<file path="src/seqcyc_defines.svh">
`ifndef SEQCYC_DEFINES_SVH
`define SEQCYC_DEFINES_SVH


// ----------------------------------------------------------------
// Register bus
// ----------------------------------------------------------------
`define SEQCYC_AW          8
`define SEQCYC_DW          32
`define SEQCYC_WORD_MASK   8'hFC
`define SEQCYC_OFF_CTRL    8'h00
`define SEQCYC_OFF_FSEL    8'h04
`define SEQCYC_OFF_FEN     8'h08
`define SEQCYC_OFF_SSEL    8'h0C
`define SEQCYC_OFF_COUNT   8'h10
`define SEQCYC_OFF_RESTART 8'h14
`define SEQCYC_OFF_ACTIVE  8'h18
`define SEQCYC_OFF_SLOT    8'h1C
`define SEQCYC_OFF_GAIN    8'h20
`define SEQCYC_OFF_EXPO    8'h24
`define SEQCYC_RESP_OKAY   2'h0
`define SEQCYC_RESP_SLVERR 2'h2

// ----------------------------------------------------------------
// Field positions
// ----------------------------------------------------------------
`define SEQCYC_CTRL_SEQ    0
`define SEQCYC_CTRL_CFG    1
`define SEQCYC_CTRL_TRIG   2
`define SEQCYC_RESTART_BIT 0
`define SEQCYC_FEN_BIT     0
`define SEQCYC_FEAT_SLOT   0
`define SEQCYC_FEAT_GAIN   1
`define SEQCYC_FEAT_EXPO   2

// ----------------------------------------------------------------
// Widths
// ----------------------------------------------------------------
`define SEQCYC_NSETS       32
`define SEQCYC_IDXW        5
`define SEQCYC_CNTW        6
`define SEQCYC_FSELW       2
`define SEQCYC_NFEAT       3
`define SEQCYC_SLOTW       4
`define SEQCYC_GAINW       8
`define SEQCYC_EXPW        24

// ----------------------------------------------------------------
// Reset and default values
// ----------------------------------------------------------------
`define SEQCYC_DEF_SLOT    4'h0
`define SEQCYC_DEF_GAIN    8'h01
`define SEQCYC_DEF_EXPO    24'h002710
`define SEQCYC_DEF_COUNT   6'h01
`define SEQCYC_MIN_COUNT   6'h01
`define SEQCYC_MAX_COUNT   6'h20
`define SEQCYC_CNT_ONE     6'h01
`define SEQCYC_NFEAT_SEL   2'h3
`define SEQCYC_FEN_ALL     3'h7
`define SEQCYC_FEN_NONE    3'h0
`define SEQCYC_IDX_ZERO    5'h00
`define SEQCYC_IDX_ONE     5'h01

`endif

</file>
<file path="src/seqcyc_pkg.sv">
`include "seqcyc_defines.svh"

package seqcyc_pkg;

  // ----------------------------------------------------------------
  // Parameter set entry
  // ----------------------------------------------------------------
  typedef struct packed {
    logic [`SEQCYC_SLOTW-1:0] slot;
    logic [`SEQCYC_GAINW-1:0] gain;
    logic [`SEQCYC_EXPW-1:0]  expo;
  } seqcyc_entry_t;

  // ----------------------------------------------------------------
  // Bus slave states
  // ----------------------------------------------------------------
  typedef enum logic [2:0] {
    BUS_IDLE  = 3'b001,
    BUS_WRESP = 3'b010,
    BUS_RDATA = 3'b100
  } seqcyc_bus_t;

  // ----------------------------------------------------------------
  // Module state
  // ----------------------------------------------------------------
  typedef struct packed {
    seqcyc_entry_t [`SEQCYC_NSETS-1:0] sets;
  } seqcyc_store_t;

  typedef struct packed {
    seqcyc_bus_t               bus;
    logic                      haveAw;
    logic                      haveW;
    logic [`SEQCYC_AW-1:0]     awAddr;
    logic [`SEQCYC_DW-1:0]     wData;
    logic [3:0]                wStrb;
    logic                      awReady;
    logic                      wReady;
    logic                      arReady;
    logic                      bValid;
    logic [1:0]                bResp;
    logic                      rValid;
    logic [`SEQCYC_DW-1:0]     rData;
    logic [1:0]                rResp;
    logic                      seqOn;
    logic                      cfgOn;
    logic                      trigOn;
    logic [`SEQCYC_FSELW-1:0]  featSel;
    logic [`SEQCYC_NFEAT-1:0]  featEn;
    logic [`SEQCYC_IDXW-1:0]   setWriteSelector;
    logic [`SEQCYC_CNTW-1:0]   setCount;
    logic [`SEQCYC_IDXW-1:0]   activeSetIndex;
    logic                      sequencing;
    seqcyc_entry_t             base;
    seqcyc_entry_t             applied;
  } seqcyc_top_t;

endpackage

</file>
<file path="src/seqcyc_set_store.sv">
`timescale 1ns/100ps
`include "seqcyc_defines.svh"

module seqcyc_set_store
  import seqcyc_pkg::*;
(
  // Clock and reset
  input  wire logic                      clock,
  input  wire logic                      sys_rst,
  // Write side
  input  wire logic                      loadDefaults,
  input  wire logic [`SEQCYC_NFEAT-1:0]  fieldWrite,
  input  wire logic [`SEQCYC_IDXW-1:0]   writeIdx,
  input  wire seqcyc_entry_t             writeData,
  // Read side
  input  wire logic [`SEQCYC_IDXW-1:0]   cfgIdx,
  input  wire logic [`SEQCYC_IDXW-1:0]   activeIdx,
  output seqcyc_entry_t                  cfgEntry,
  output seqcyc_entry_t                  activeEntry
);

  localparam seqcyc_entry_t DEFAULT_ENTRY = '{slot: `SEQCYC_DEF_SLOT,
                                              gain: `SEQCYC_DEF_GAIN,
                                              expo: `SEQCYC_DEF_EXPO};

  seqcyc_store_t                         state;
  seqcyc_store_t                         next_state;
  wire seqcyc_entry_t [`SEQCYC_NSETS-1:0] entryNext;

  // ----------------------------------------------------------------
  // Per-entry update
  // ----------------------------------------------------------------
  // Loading defaults overrides a field write in the same cycle.
  genvar i;
  generate
    for (i = 0; i < `SEQCYC_NSETS; i++) begin : g_entry
      wire hit = (writeIdx == `SEQCYC_IDXW'(i));
      assign entryNext[i].slot = loadDefaults ? DEFAULT_ENTRY.slot :
                                 (hit && fieldWrite[`SEQCYC_FEAT_SLOT]) ? writeData.slot :
                                 state.sets[i].slot;
      assign entryNext[i].gain = loadDefaults ? DEFAULT_ENTRY.gain :
                                 (hit && fieldWrite[`SEQCYC_FEAT_GAIN]) ? writeData.gain :
                                 state.sets[i].gain;
      assign entryNext[i].expo = loadDefaults ? DEFAULT_ENTRY.expo :
                                 (hit && fieldWrite[`SEQCYC_FEAT_EXPO]) ? writeData.expo :
                                 state.sets[i].expo;
    end
  endgenerate

  // ----------------------------------------------------------------
  // State registers
  // ----------------------------------------------------------------
  always_comb begin
    next_state      = state;
    next_state.sets = entryNext;
  end

  always_ff @(posedge clock) begin
    if (sys_rst) begin
      state.sets <= {`SEQCYC_NSETS{DEFAULT_ENTRY}};
    end else begin
      state <= next_state;
    end
  end

  assign cfgEntry    = state.sets[cfgIdx];
  assign activeEntry = state.sets[activeIdx];

endmodule

</file>
<file path="src/seqcyc_cycler.sv">
// The placing of the registers and register access over AXI4-Lite were chosen for this implementation.
`timescale 1ns/100ps
`include "seqcyc_defines.svh"

module seqcyc_cycler
  import seqcyc_pkg::*;
(
  // Clock and reset
  input  wire logic                     clock,
  input  wire logic                     sys_rst,
  // AXI4-Lite write address
  input  wire logic [`SEQCYC_AW-1:0]    s_axi_awaddr,
  input  wire logic                     s_axi_awvalid,
  output logic                          s_axi_awready,
  // AXI4-Lite write data
  input  wire logic [`SEQCYC_DW-1:0]    s_axi_wdata,
  input  wire logic [3:0]               s_axi_wstrb,
  input  wire logic                     s_axi_wvalid,
  output logic                          s_axi_wready,
  // AXI4-Lite write response
  output logic [1:0]                    s_axi_bresp,
  output logic                          s_axi_bvalid,
  input  wire logic                     s_axi_bready,
  // AXI4-Lite read address
  input  wire logic [`SEQCYC_AW-1:0]    s_axi_araddr,
  input  wire logic                     s_axi_arvalid,
  output logic                          s_axi_arready,
  // AXI4-Lite read data
  output logic [`SEQCYC_DW-1:0]         s_axi_rdata,
  output logic [1:0]                    s_axi_rresp,
  output logic                          s_axi_rvalid,
  input  wire logic                     s_axi_rready,
  // Acquisition trigger
  input  wire logic                     trigger,
  // Sequencer outputs
  output logic [`SEQCYC_IDXW-1:0]       activeSetIndex,
  output logic                          sequencing,
  output logic [`SEQCYC_SLOTW-1:0]      appliedSlot,
  output logic [`SEQCYC_GAINW-1:0]      appliedGain,
  output logic [`SEQCYC_EXPW-1:0]       appliedExposure
);

  localparam seqcyc_entry_t DEFAULT_ENTRY = '{slot: `SEQCYC_DEF_SLOT,
                                              gain: `SEQCYC_DEF_GAIN,
                                              expo: `SEQCYC_DEF_EXPO};

  localparam seqcyc_top_t RESET_STATE = '{
    bus:              BUS_IDLE,
    haveAw:           1'b0,
    haveW:            1'b0,
    awAddr:           '0,
    wData:            '0,
    wStrb:            '0,
    awReady:          1'b0,
    wReady:           1'b0,
    arReady:          1'b0,
    bValid:           1'b0,
    bResp:            `SEQCYC_RESP_OKAY,
    rValid:           1'b0,
    rData:            '0,
    rResp:            `SEQCYC_RESP_OKAY,
    seqOn:            1'b0,
    cfgOn:            1'b0,
    trigOn:           1'b0,
    featSel:          '0,
    featEn:           `SEQCYC_FEN_NONE,
    setWriteSelector: `SEQCYC_IDX_ZERO,
    setCount:         `SEQCYC_DEF_COUNT,
    activeSetIndex:   `SEQCYC_IDX_ZERO,
    sequencing:       1'b0,
    base:             DEFAULT_ENTRY,
    applied:          DEFAULT_ENTRY
  };

  seqcyc_top_t               state;
  seqcyc_top_t               next_state;
  seqcyc_entry_t             cfgEntry;
  seqcyc_entry_t             activeEntry;
  seqcyc_entry_t             storeData;
  logic                      loadDefaults;
  logic [`SEQCYC_NFEAT-1:0]  fieldWrite;
  logic                      doWrite;
  logic                      doRead;
  logic                      restart;
  logic                      wrHit;
  logic                      rdHit;
  logic [`SEQCYC_DW-1:0]     wrOld;
  logic [`SEQCYC_DW-1:0]     wrMask;
  logic [`SEQCYC_DW-1:0]     wrVal;
  logic [`SEQCYC_DW-1:0]     rdVal;
  logic [`SEQCYC_CNTW-1:0]   nextCountUp;

  // ----------------------------------------------------------------
  // Parameter set storage
  // ----------------------------------------------------------------
  seqcyc_set_store u_store (
    .clock        (clock),
    .sys_rst      (sys_rst),
    .loadDefaults (loadDefaults),
    .fieldWrite   (fieldWrite),
    .writeIdx     (state.setWriteSelector),
    .writeData    (storeData),
    .cfgIdx       (state.setWriteSelector),
    .activeIdx    (state.activeSetIndex),
    .cfgEntry     (cfgEntry),
    .activeEntry  (activeEntry)
  );

  // ----------------------------------------------------------------
  // Register readback
  // ----------------------------------------------------------------
  // Returns the mapped flag on top of the word. A feature value reads
  // from the selected set while it takes part in configuration, and
  // from the common value otherwise.
  function automatic logic [`SEQCYC_DW:0] regRead(input logic [`SEQCYC_AW-1:0] addr,
                                                  input seqcyc_top_t s,
                                                  input seqcyc_entry_t e);
    logic [`SEQCYC_DW-1:0] v;
    logic                  hit;
    v   = '0;
    hit = 1'b1;
    unique case (addr & `SEQCYC_WORD_MASK)
      `SEQCYC_OFF_CTRL: begin
        v[`SEQCYC_CTRL_SEQ]  = s.seqOn;
        v[`SEQCYC_CTRL_CFG]  = s.cfgOn;
        v[`SEQCYC_CTRL_TRIG] = s.trigOn;
      end
      `SEQCYC_OFF_FSEL: v[`SEQCYC_FSELW-1:0] = s.featSel;
      `SEQCYC_OFF_FEN: begin
        if (s.featSel != `SEQCYC_NFEAT_SEL) begin
          v[`SEQCYC_FEN_BIT] = s.featEn[s.featSel];
        end
      end
      `SEQCYC_OFF_SSEL:    v[`SEQCYC_IDXW-1:0] = s.setWriteSelector;
      `SEQCYC_OFF_COUNT:   v[`SEQCYC_CNTW-1:0] = s.setCount;
      `SEQCYC_OFF_RESTART: v = '0;
      `SEQCYC_OFF_ACTIVE:  v[`SEQCYC_IDXW-1:0] = s.activeSetIndex;
      `SEQCYC_OFF_SLOT: begin
        v[`SEQCYC_SLOTW-1:0] = (s.cfgOn && s.featEn[`SEQCYC_FEAT_SLOT]) ? e.slot : s.base.slot;
      end
      `SEQCYC_OFF_GAIN: begin
        v[`SEQCYC_GAINW-1:0] = (s.cfgOn && s.featEn[`SEQCYC_FEAT_GAIN]) ? e.gain : s.base.gain;
      end
      `SEQCYC_OFF_EXPO: begin
        v[`SEQCYC_EXPW-1:0] = (s.cfgOn && s.featEn[`SEQCYC_FEAT_EXPO]) ? e.expo : s.base.expo;
      end
      default: hit = 1'b0;
    endcase
    return {hit, v};
  endfunction

  // ----------------------------------------------------------------
  // Next state
  // ----------------------------------------------------------------
  always_comb begin
    next_state   = state;
    loadDefaults = 1'b0;
    fieldWrite   = `SEQCYC_FEN_NONE;
    restart      = 1'b0;

    {wrHit, wrOld} = regRead(state.awAddr, state, cfgEntry);
    {rdHit, rdVal} = regRead(s_axi_araddr, state, cfgEntry);
    wrMask = {{8{state.wStrb[3]}}, {8{state.wStrb[2]}}, {8{state.wStrb[1]}}, {8{state.wStrb[0]}}};
    wrVal  = (wrOld & ~wrMask) | (state.wData & wrMask);
    storeData = '{slot: wrVal[`SEQCYC_SLOTW-1:0],
                  gain: wrVal[`SEQCYC_GAINW-1:0],
                  expo: wrVal[`SEQCYC_EXPW-1:0]};

    // Address and data are captured independently, in either order.
    if (s_axi_awvalid && state.awReady) begin
      next_state.haveAw = 1'b1;
      next_state.awAddr = s_axi_awaddr;
    end
    if (s_axi_wvalid && state.wReady) begin
      next_state.haveW = 1'b1;
      next_state.wData = s_axi_wdata;
      next_state.wStrb = s_axi_wstrb;
    end

    doWrite = (state.bus == BUS_IDLE) && state.haveAw && state.haveW;
    doRead  = (state.bus == BUS_IDLE) && !doWrite && s_axi_arvalid && state.arReady;

    unique case (state.bus)
      BUS_IDLE: begin
        if (doWrite) begin
          next_state.haveAw = 1'b0;
          next_state.haveW  = 1'b0;
          next_state.bValid = 1'b1;
          next_state.bResp  = wrHit ? `SEQCYC_RESP_OKAY : `SEQCYC_RESP_SLVERR;
          next_state.bus    = BUS_WRESP;
        end else if (doRead) begin
          next_state.rValid = 1'b1;
          next_state.rData  = rdHit ? rdVal : '0;
          next_state.rResp  = rdHit ? `SEQCYC_RESP_OKAY : `SEQCYC_RESP_SLVERR;
          next_state.bus    = BUS_RDATA;
        end
      end
      BUS_WRESP: begin
        if (s_axi_bready) begin
          next_state.bValid = 1'b0;
          next_state.bus    = BUS_IDLE;
        end
      end
      BUS_RDATA: begin
        if (s_axi_rready) begin
          next_state.rValid = 1'b0;
          next_state.bus    = BUS_IDLE;
        end
      end
    endcase

    // Register write effects.
    if (doWrite && wrHit) begin
      unique case (state.awAddr & `SEQCYC_WORD_MASK)
        `SEQCYC_OFF_CTRL: begin
          next_state.seqOn  = wrVal[`SEQCYC_CTRL_SEQ];
          next_state.cfgOn  = wrVal[`SEQCYC_CTRL_CFG];
          next_state.trigOn = wrVal[`SEQCYC_CTRL_TRIG];
          if (wrVal[`SEQCYC_CTRL_CFG] && !state.cfgOn) begin
            next_state.featEn = `SEQCYC_FEN_ALL;
            loadDefaults      = 1'b1;
          end
        end
        `SEQCYC_OFF_FSEL: next_state.featSel = wrVal[`SEQCYC_FSELW-1:0];
        `SEQCYC_OFF_FEN: begin
          if (state.featSel != `SEQCYC_NFEAT_SEL) begin
            next_state.featEn[state.featSel] = wrVal[`SEQCYC_FEN_BIT];
          end
        end
        `SEQCYC_OFF_SSEL: next_state.setWriteSelector = wrVal[`SEQCYC_IDXW-1:0];
        `SEQCYC_OFF_COUNT: begin
          if (wrVal[`SEQCYC_DW-1:`SEQCYC_CNTW] == '0 &&
              wrVal[`SEQCYC_CNTW-1:0] >= `SEQCYC_MIN_COUNT &&
              wrVal[`SEQCYC_CNTW-1:0] <= `SEQCYC_MAX_COUNT) begin
            next_state.setCount = wrVal[`SEQCYC_CNTW-1:0];
          end
        end
        `SEQCYC_OFF_RESTART: restart = wrVal[`SEQCYC_RESTART_BIT];
        `SEQCYC_OFF_SLOT: begin
          if (state.cfgOn && state.featEn[`SEQCYC_FEAT_SLOT]) begin
            fieldWrite[`SEQCYC_FEAT_SLOT] = 1'b1;
          end else begin
            next_state.base.slot = storeData.slot;
          end
        end
        `SEQCYC_OFF_GAIN: begin
          if (state.cfgOn && state.featEn[`SEQCYC_FEAT_GAIN]) begin
            fieldWrite[`SEQCYC_FEAT_GAIN] = 1'b1;
          end else begin
            next_state.base.gain = storeData.gain;
          end
        end
        `SEQCYC_OFF_EXPO: begin
          if (state.cfgOn && state.featEn[`SEQCYC_FEAT_EXPO]) begin
            fieldWrite[`SEQCYC_FEAT_EXPO] = 1'b1;
          end else begin
            next_state.base.expo = storeData.expo;
          end
        end
        default: ;
      endcase
    end

    // Set cycling. Triggers are ignored while sets are being configured.
    nextCountUp = `SEQCYC_CNTW'({1'b0, state.activeSetIndex}) + `SEQCYC_CNT_ONE;
    if (restart) begin
      next_state.activeSetIndex = `SEQCYC_IDX_ZERO;
    end else if (state.sequencing && trigger) begin
      if (nextCountUp >= state.setCount) begin
        next_state.activeSetIndex = `SEQCYC_IDX_ZERO;
      end else begin
        next_state.activeSetIndex = state.activeSetIndex + `SEQCYC_IDX_ONE;
      end
    end

    next_state.sequencing = next_state.seqOn && next_state.trigOn && !next_state.cfgOn;

    // Participating features follow the active set while sequencing.
    next_state.applied.slot = (state.sequencing && state.featEn[`SEQCYC_FEAT_SLOT]) ?
                              activeEntry.slot : state.base.slot;
    next_state.applied.gain = (state.sequencing && state.featEn[`SEQCYC_FEAT_GAIN]) ?
                              activeEntry.gain : state.base.gain;
    next_state.applied.expo = (state.sequencing && state.featEn[`SEQCYC_FEAT_EXPO]) ?
                              activeEntry.expo : state.base.expo;

    // Ready flags are registered so that they reflect the next state.
    next_state.awReady = (next_state.bus == BUS_IDLE) && !next_state.haveAw;
    next_state.wReady  = (next_state.bus == BUS_IDLE) && !next_state.haveW;
    next_state.arReady = (next_state.bus == BUS_IDLE) && !next_state.haveAw && !next_state.haveW;
  end

  // ----------------------------------------------------------------
  // State register
  // ----------------------------------------------------------------
  always_ff @(posedge clock) begin
    if (sys_rst) begin
      state <= RESET_STATE;
    end else begin
      state <= next_state;
    end
  end

  // ----------------------------------------------------------------
  // Outputs
  // ----------------------------------------------------------------
  assign s_axi_awready   = state.awReady;
  assign s_axi_wready    = state.wReady;
  assign s_axi_bresp     = state.bResp;
  assign s_axi_bvalid    = state.bValid;
  assign s_axi_arready   = state.arReady;
  assign s_axi_rdata     = state.rData;
  assign s_axi_rresp     = state.rResp;
  assign s_axi_rvalid    = state.rValid;
  assign activeSetIndex  = state.activeSetIndex;
  assign sequencing      = state.sequencing;
  assign appliedSlot     = state.applied.slot;
  assign appliedGain     = state.applied.gain;
  assign appliedExposure = state.applied.expo;

endmodule

</file>
<file path="config.mk">
export PLATFORM = sky130hd
export DESIGN_NAME = seqcyc_cycler
export DESIGN_NICKNAME = d
export VERILOG_FILES = /design/src/seqcyc_pkg.sv /design/src/seqcyc_set_store.sv /design/src/seqcyc_cycler.sv
export VERILOG_INCLUDE_DIRS = /design/src
export SDC_FILE = /design/constraint.sdc
export NUM_CORES = 2
export LEC_CHECK = 0
export ABC_AREA = 1
export BUFFER_PORTS_ARGS = -buffer_cell sky130_fd_sc_hd__buf_2
export CORE_ASPECT_RATIO = 0.8
export CORE_UTILIZATION = 40
export CTS_CLUSTER_DIAMETER = 100
export DETAILED_ROUTE_END_ITERATION = 8
export HOLD_SLACK_MARGIN = 0.05
export PLACE_DENSITY_LB_ADDON = 0.2
export SYNTH_ARGS = -nofsm -noshare
export SYNTH_HDL_FRONTEND = slang
export SYNTH_HIERARCHICAL = 1
export SYNTH_SLANG_ARGS = --single-unit
export TNS_END_PERCENT = 10
</file>
<file path="constraint.sdc">
create_clock -name clock -period 5.2 [get_ports clock]
set_input_delay 0.26 -clock clock [delete_from_list [all_inputs] [get_ports clock]]
set_output_delay 0.26 -clock clock [all_outputs]
set_load 0.1 [all_outputs]
</file>
# Yosys cells after proc, flatten, opt, wreduce, memory -nomap -nowiden

Index checks and enable logic that the tools add are counted.

Flip-flop bits (word level): 1339
Input bits: 60
Logic and storage cells: 425
Output and inout port bits: 83

Reduce and logical (&&, ||, !) cells: 147
Add/subtract/negate cells: 2
Magnitude comparators: 7
Bitwise gates (word level): 8
Eq/ne operators: 61
Multiplexer cells: 75

Operators by type and width:

| cell                                                 | number |
|---|---|
| binary-select mux 36 bit (select 5 bit)              | 2 |
| logical AND 1 bit                                    | 120 |
| equality test 5 bit (second input constant)          | 16 |
| two-way mux 24 bit                                   | 3 |
| two-way mux 36 bit                                   | 2 |
| two-way mux 35 bit                                   | 2 |
| equality test 6 x 3 -> 1 bit (second input constant) | 8 |
| equality test 5 x 4 -> 1 bit (second input constant) | 8 |
| bitwise AND 24 x 32 -> 32 bit                        | 1 |
| bitwise AND 32 bit                                   | 1 |
| two-way mux 16 bit                                   | 2 |
| NOT 32 bit                                           | 1 |
| bitwise OR 32 bit                                    | 1 |
| two-way mux 3 bit                                    | 9 |
| logical NOT 26 bit                                   | 1 |
| equality test 6 x 2 -> 1 bit (second input constant) | 4 |
| equality test 6 x 4 -> 1 bit (second input constant) | 4 |
| equality test 5 x 3 -> 1 bit (second input constant) | 4 |
| two-way mux 1 bit                                    | 20 |
| OR reduction 10 bit                                  | 2 |
| two-way mux 19 bit                                   | 1 |
| one-hot mux 1 bit (9 select lines)                   | 2 |
| AND reduction 3 bit                                  | 6 |
| logical NOT 8 bit                                    | 2 |
| 39 further kinds                                     | 78 |

# Logic depth before layout (Yosys ltp)

Word-level depth: 14
Mapped depth: 27

# Modules after synthesis

The synthesis kept the hierarchy.

By module, submodules not included:

| module           | times used | sequential area each (µm²) | area an instance (µm²) | cells an instance |
|---|---|---|---|---|
| seqcyc_set_store | 1          | 23062.1                    | 63394.6                | 10669 |
| seqcyc_cycler    | 1          | 3503.4                     | 8764.7                 | 1268 |

# Worst setup path after synthesis

OpenSTA, ideal clock, no wires.

Path kind: register to register
From: register state[85] (netlist name)
To: register u_store/state[544] (netlist bit)
Path buffers: 5
Stages on the path, launching flop included: 25
Period minus slack after synthesis: 3.385 ns
Required time: 5.066 ns
Setup slack: 1.815 ns
Data arrival time: 3.252 ns
Cells stage by stage: dfxtp_1 -> buf_2 -> buf_2 -> clkbuf_1 -> nand3_1 -> nand3_1 -> nand2_1 -> nand2_1 -> nand2_1 -> nand2_1 -> nand2_1 -> nand3_1 -> nand2_1 -> nand2_1 -> nand2_1 -> nor2_1 -> nand2_1 -> nand2_1 -> nand2_4 -> nand2_1 -> nor2_1 -> nor2_1 -> clkbuf_1 -> buf_1 -> nand3_1

RTL lines:

| element              | line                   | text |
|---|---|---|
| to (signal assigned) | seqcyc_set_store.sv:62 | `state <= next_state;` |
| to (decl)            | seqcyc_set_store.sv:26 | `seqcyc_store_t state;` |

==> metrics.md <==
| Metric | Value |
|---|---|
| FFs w/ async S/R, synth | 0% |
| Internal | 16.7 mW |
| Layout cells sized above 1 | ~6.7% |
| Detailed placement HPWL | ~180,000 µm |
| Final setup violation count | 0 |
| Post-Route Skew | about 0.038 ns |
| Crit end category | flop |
| Effective utilization at floorplan | ~40% |
| Crit path time final | approximately 4.5 ns |
| Vias | roughly 81,000 |
| Post-synthesis register bit count | between 1,000 and 1,500 |
| Top-level I/O count | about 140 |
| GP Congestion | ~0.94 |
| Chip width | 477 µm |
| CP Class | reg -> reg |
| Post-Synth Simple-Gate Area | a little under half |
| Sequential area share after synthesis | between 30% and 40% |
| # DRC | 0 |
| Relative slew margins | between 10% and 20% |
| Vias in the first global route | 74,000 |
| Drt pass-1 iters | 8 |
| Yosys top cell by area | dfxtp_1 |
| Post-synthesis adder-cell area fraction | less than 1% |
| Utilization after layout | 44.4% |
| Top cells by area, synth | dfxtp_1 (37%), nand2_1 (25%), nand3_1 (14%) |
| Overall routing resource usage | roughly 33% |
| WL per Instance | around 22 µm |
| Mean area per synthesized cell | roughly 6.0 µm² |
| Critical Path Source Type | flop |
| Area of the core | 179,000 µm² |
| Crit-path slowest cell | nor2_1 |
| Post-Synthesis Cell Area | approximately 72,000 µm² |
| Comb power frac | 6.9% |
| Setup repair bufs after CTS | 0 |
| Layout area overhead | 10.3% |
| Max VDD drop | 0.000316 V |
| Total gr overflow | 0 |
| Sequential power share | about 46% |
| XOR/XNOR share of the synthesized area | less than 1% |
| Post-Route WL | approximately 310,000 µm |
| CP bufs+invs | 3 |
| Clk_lat worst skew | around 0.83 ns |
| Tcrit/Tclk final | a little under nine tenths |
| Die Y-Extent | around 380 µm |
| Dominant cell by count in the synthesized netlist | nand2_1 |
| Psw | a little under 6 mW |
| Unrepaired setup endpoints after global routing | false |
| Number of filler instances in the final layout | approximately 19,000 |
| Largest family of logic cells by synthesized area | simple AND/OR/NAND/NOR gates |
| Clock slew at the register clock pins of the worst setup and hold paths | roughly 0.070 ns |
| Yosys synthesis warning count | 6 |
| PwrDens | 285 nW/µm² |
| Top_reg_cell synth | dfxtp_1 |
| Initial antenna violation count | 1 |
| Clk sinks | between 1,000 and 1,500 |
| WP data required | just under 6 ns |
| Vias/cell | 5.77 |
| Setup_tns | 0 ns |
| Die area | about 180,000 µm² |
| Row count | ~140 |
| CP max FO | 60 |
| CTS Buf Count | about 140 |
| Pleak | between 30 and 40 nW |
| Netlist cell types | 51 |
| Synth Area in Compound Gates | a little under a tenth |
| Most used cell along the critical path | nand2_1 |
| Post-synthesis mux area share | 0% |
| Post-synth EDFFs | 0 |
| Hold crit path type | in -> reg |
| Cells after Synth | between 10,000 and 15,000 |
| Largest net degree at the start of global routing | approximately 140 |
| Top Family by Delay on Critical Path | simple AND/OR/NAND/NOR gates |
| Max-cap violations | 0 |
| Worst-Margin Slew | ~1.3 ns |
| Clk root buf | clkbuf_16 |
| Switch share | approximately a quarter |
| Global-route wire length before repair | 461,000 µm |
| Initial drt markers | 11,600 |
| Port Buf Inserts | between 100 and 150 |
| Fmax | about 220 MHz |
| # H-tree levels | 4 |
| Status | finished, final reports clean |
| CP arrival | about 5.2 ns |
| Slowest Stage Delay on Critical Path | slightly below 0.6 ns |
| Clk buf depth | 3 |
| Most common library cells after synthesis | nand2_1 (4,856), nand3_1 (2,000), dfxtp_1 (1,327), nor2_1 (1,009), a21oi_1 (666) |
| Final hold violation count | 0 |
| Slew Limit Fails | 0 |
| Layout Nets | 11,600 |
| Synth top area share | between 30 and 40% |
| Crit path cell chain | inv_8, buf_12, buf_12, nand3_1, nand3_1, nand2_1, nand2_1, nand2_1, nand2_1, nand2_1, nand2_1, o21ai_1, nand2_1, nand2_1, nor2_1, nand2_1, nor2_1, nand3_1, nor2_1, nand3_1, nor2_1, nor2_1 |
| TritonCTS clock tree | yes |
| Antenna Nets Post-Route | 0 |
| Clk pwr share | between 40% and 50% |
power by group through the flow:
stage | Sequential [mW] | Clock, mW | Combinational [mW]
final | 10.3 | 10.8 | 1.55
after global routing | 10.3 | 11.3 | 1.64
after CTS | 10.3 | 10.9 | 1.52
after detailed placement | 10.5 | 0 | 1.45
after global placement | 10.5 | 0 | 1.44
after floorplan | 10.6 | 0 | 0.841
sequential cells by signal (all words and copies together) (netlist names), 4 cells and up:
name             count
u_store/state     1152
state              102
appliedExposure     24
s_axi_rdata         24
appliedGain          8
activeSetIndex       5
appliedSlot          4
per-stage QoR:
stage | worst slack (ns) | hold slack (ns) | cells | total power, mW | cell area, µm²
after floorplan | 1.81 | 0.350 | 11900 | 11.5 | 72200
after global placement | 0.929 | 0.441 | 13700 | 12.0 | 74100
after detailed placement | 0.952 | 0.443 | 13700 | 12.0 | 74100
after CTS | 0.933 | 0.0547 | 14000 | 22.7 | 79600
after global routing | 0.606 | 0.112 | 14000 | 23.3 | 79600
final | 0.713 | 0.0922 | 14000 | 22.7 | 79600
kinds of logic after synthesis:
group,count (synthesis)
other,1
buffers and inverters,1269
AOI/OAI and AO/OA,1335
xor gates and xnor gates,2
adders and majority gates,7
and+or+nand+nor,7996
DFF,1327
area by class of cell:
cell class / count / area (µm²) / share of cell area [%]
Clock buffer: 201 / 4130 / 5.19
Antenna cell: 1 / 2.50 / 0.00314
Sequential cell: 1327 / 26600 / 33.4
Tap cell: 2397 / 3000 / 3.77
Clock inverter: 59 / 691 / 0.868
Multi-Input combinational cell: 9350 / 40200 / 50.5
Timing Repair Buffer: 421 / 3870 / 4.87
Inverter: 276 / 1090 / 1.37
cell usage in the layout (no fill, tap or decap), drive strengths merged, types with 68 or more instances in the layout:
cell type / n
a21oi: 667
nand3: 2046
nand2: 4872
o21ai: 644
buf: 353
inv: 275
dlygate4sd3: 68
nor2: 1049
dfxtp: 1327
clkbuf: 201
layer usage:
metal  part of all wire, %  track usage [%]  vias up
met4                   5.1             16.7        0
met5                     0                0        -
met2                    43             48.8     4998
li1                      -                -    37500
met1                    41             44.9    37700
met3                    11             5.23      831
path summary, 6_finish.rpt:
kind	to	start	depth (start not counted)	slack, ns
worst max register to register	state[79]	state[85]	22	0.71
worst min-delay path	state[145]	s_axi_wvalid	5	0.09
worst max-delay path	state[79]	state[85]	22	0.71
worst min register to register	s_axi_rdata[15]	s_axi_rdata[15]	2	0.46
worst min-delay path, stage by stage:
cell	delay [ns]
buf_2	0.08
nand2_1	0.04
buf_4	0.24
o21ai_0	0.19
nor2_1	0.04
timing repair:
item                      4_1_cts  5_1_grt
resized for setup               0        0
hold buffers                   68        0
hold endpoints to repair       80        0
Power figures use the tool's default switching activity.
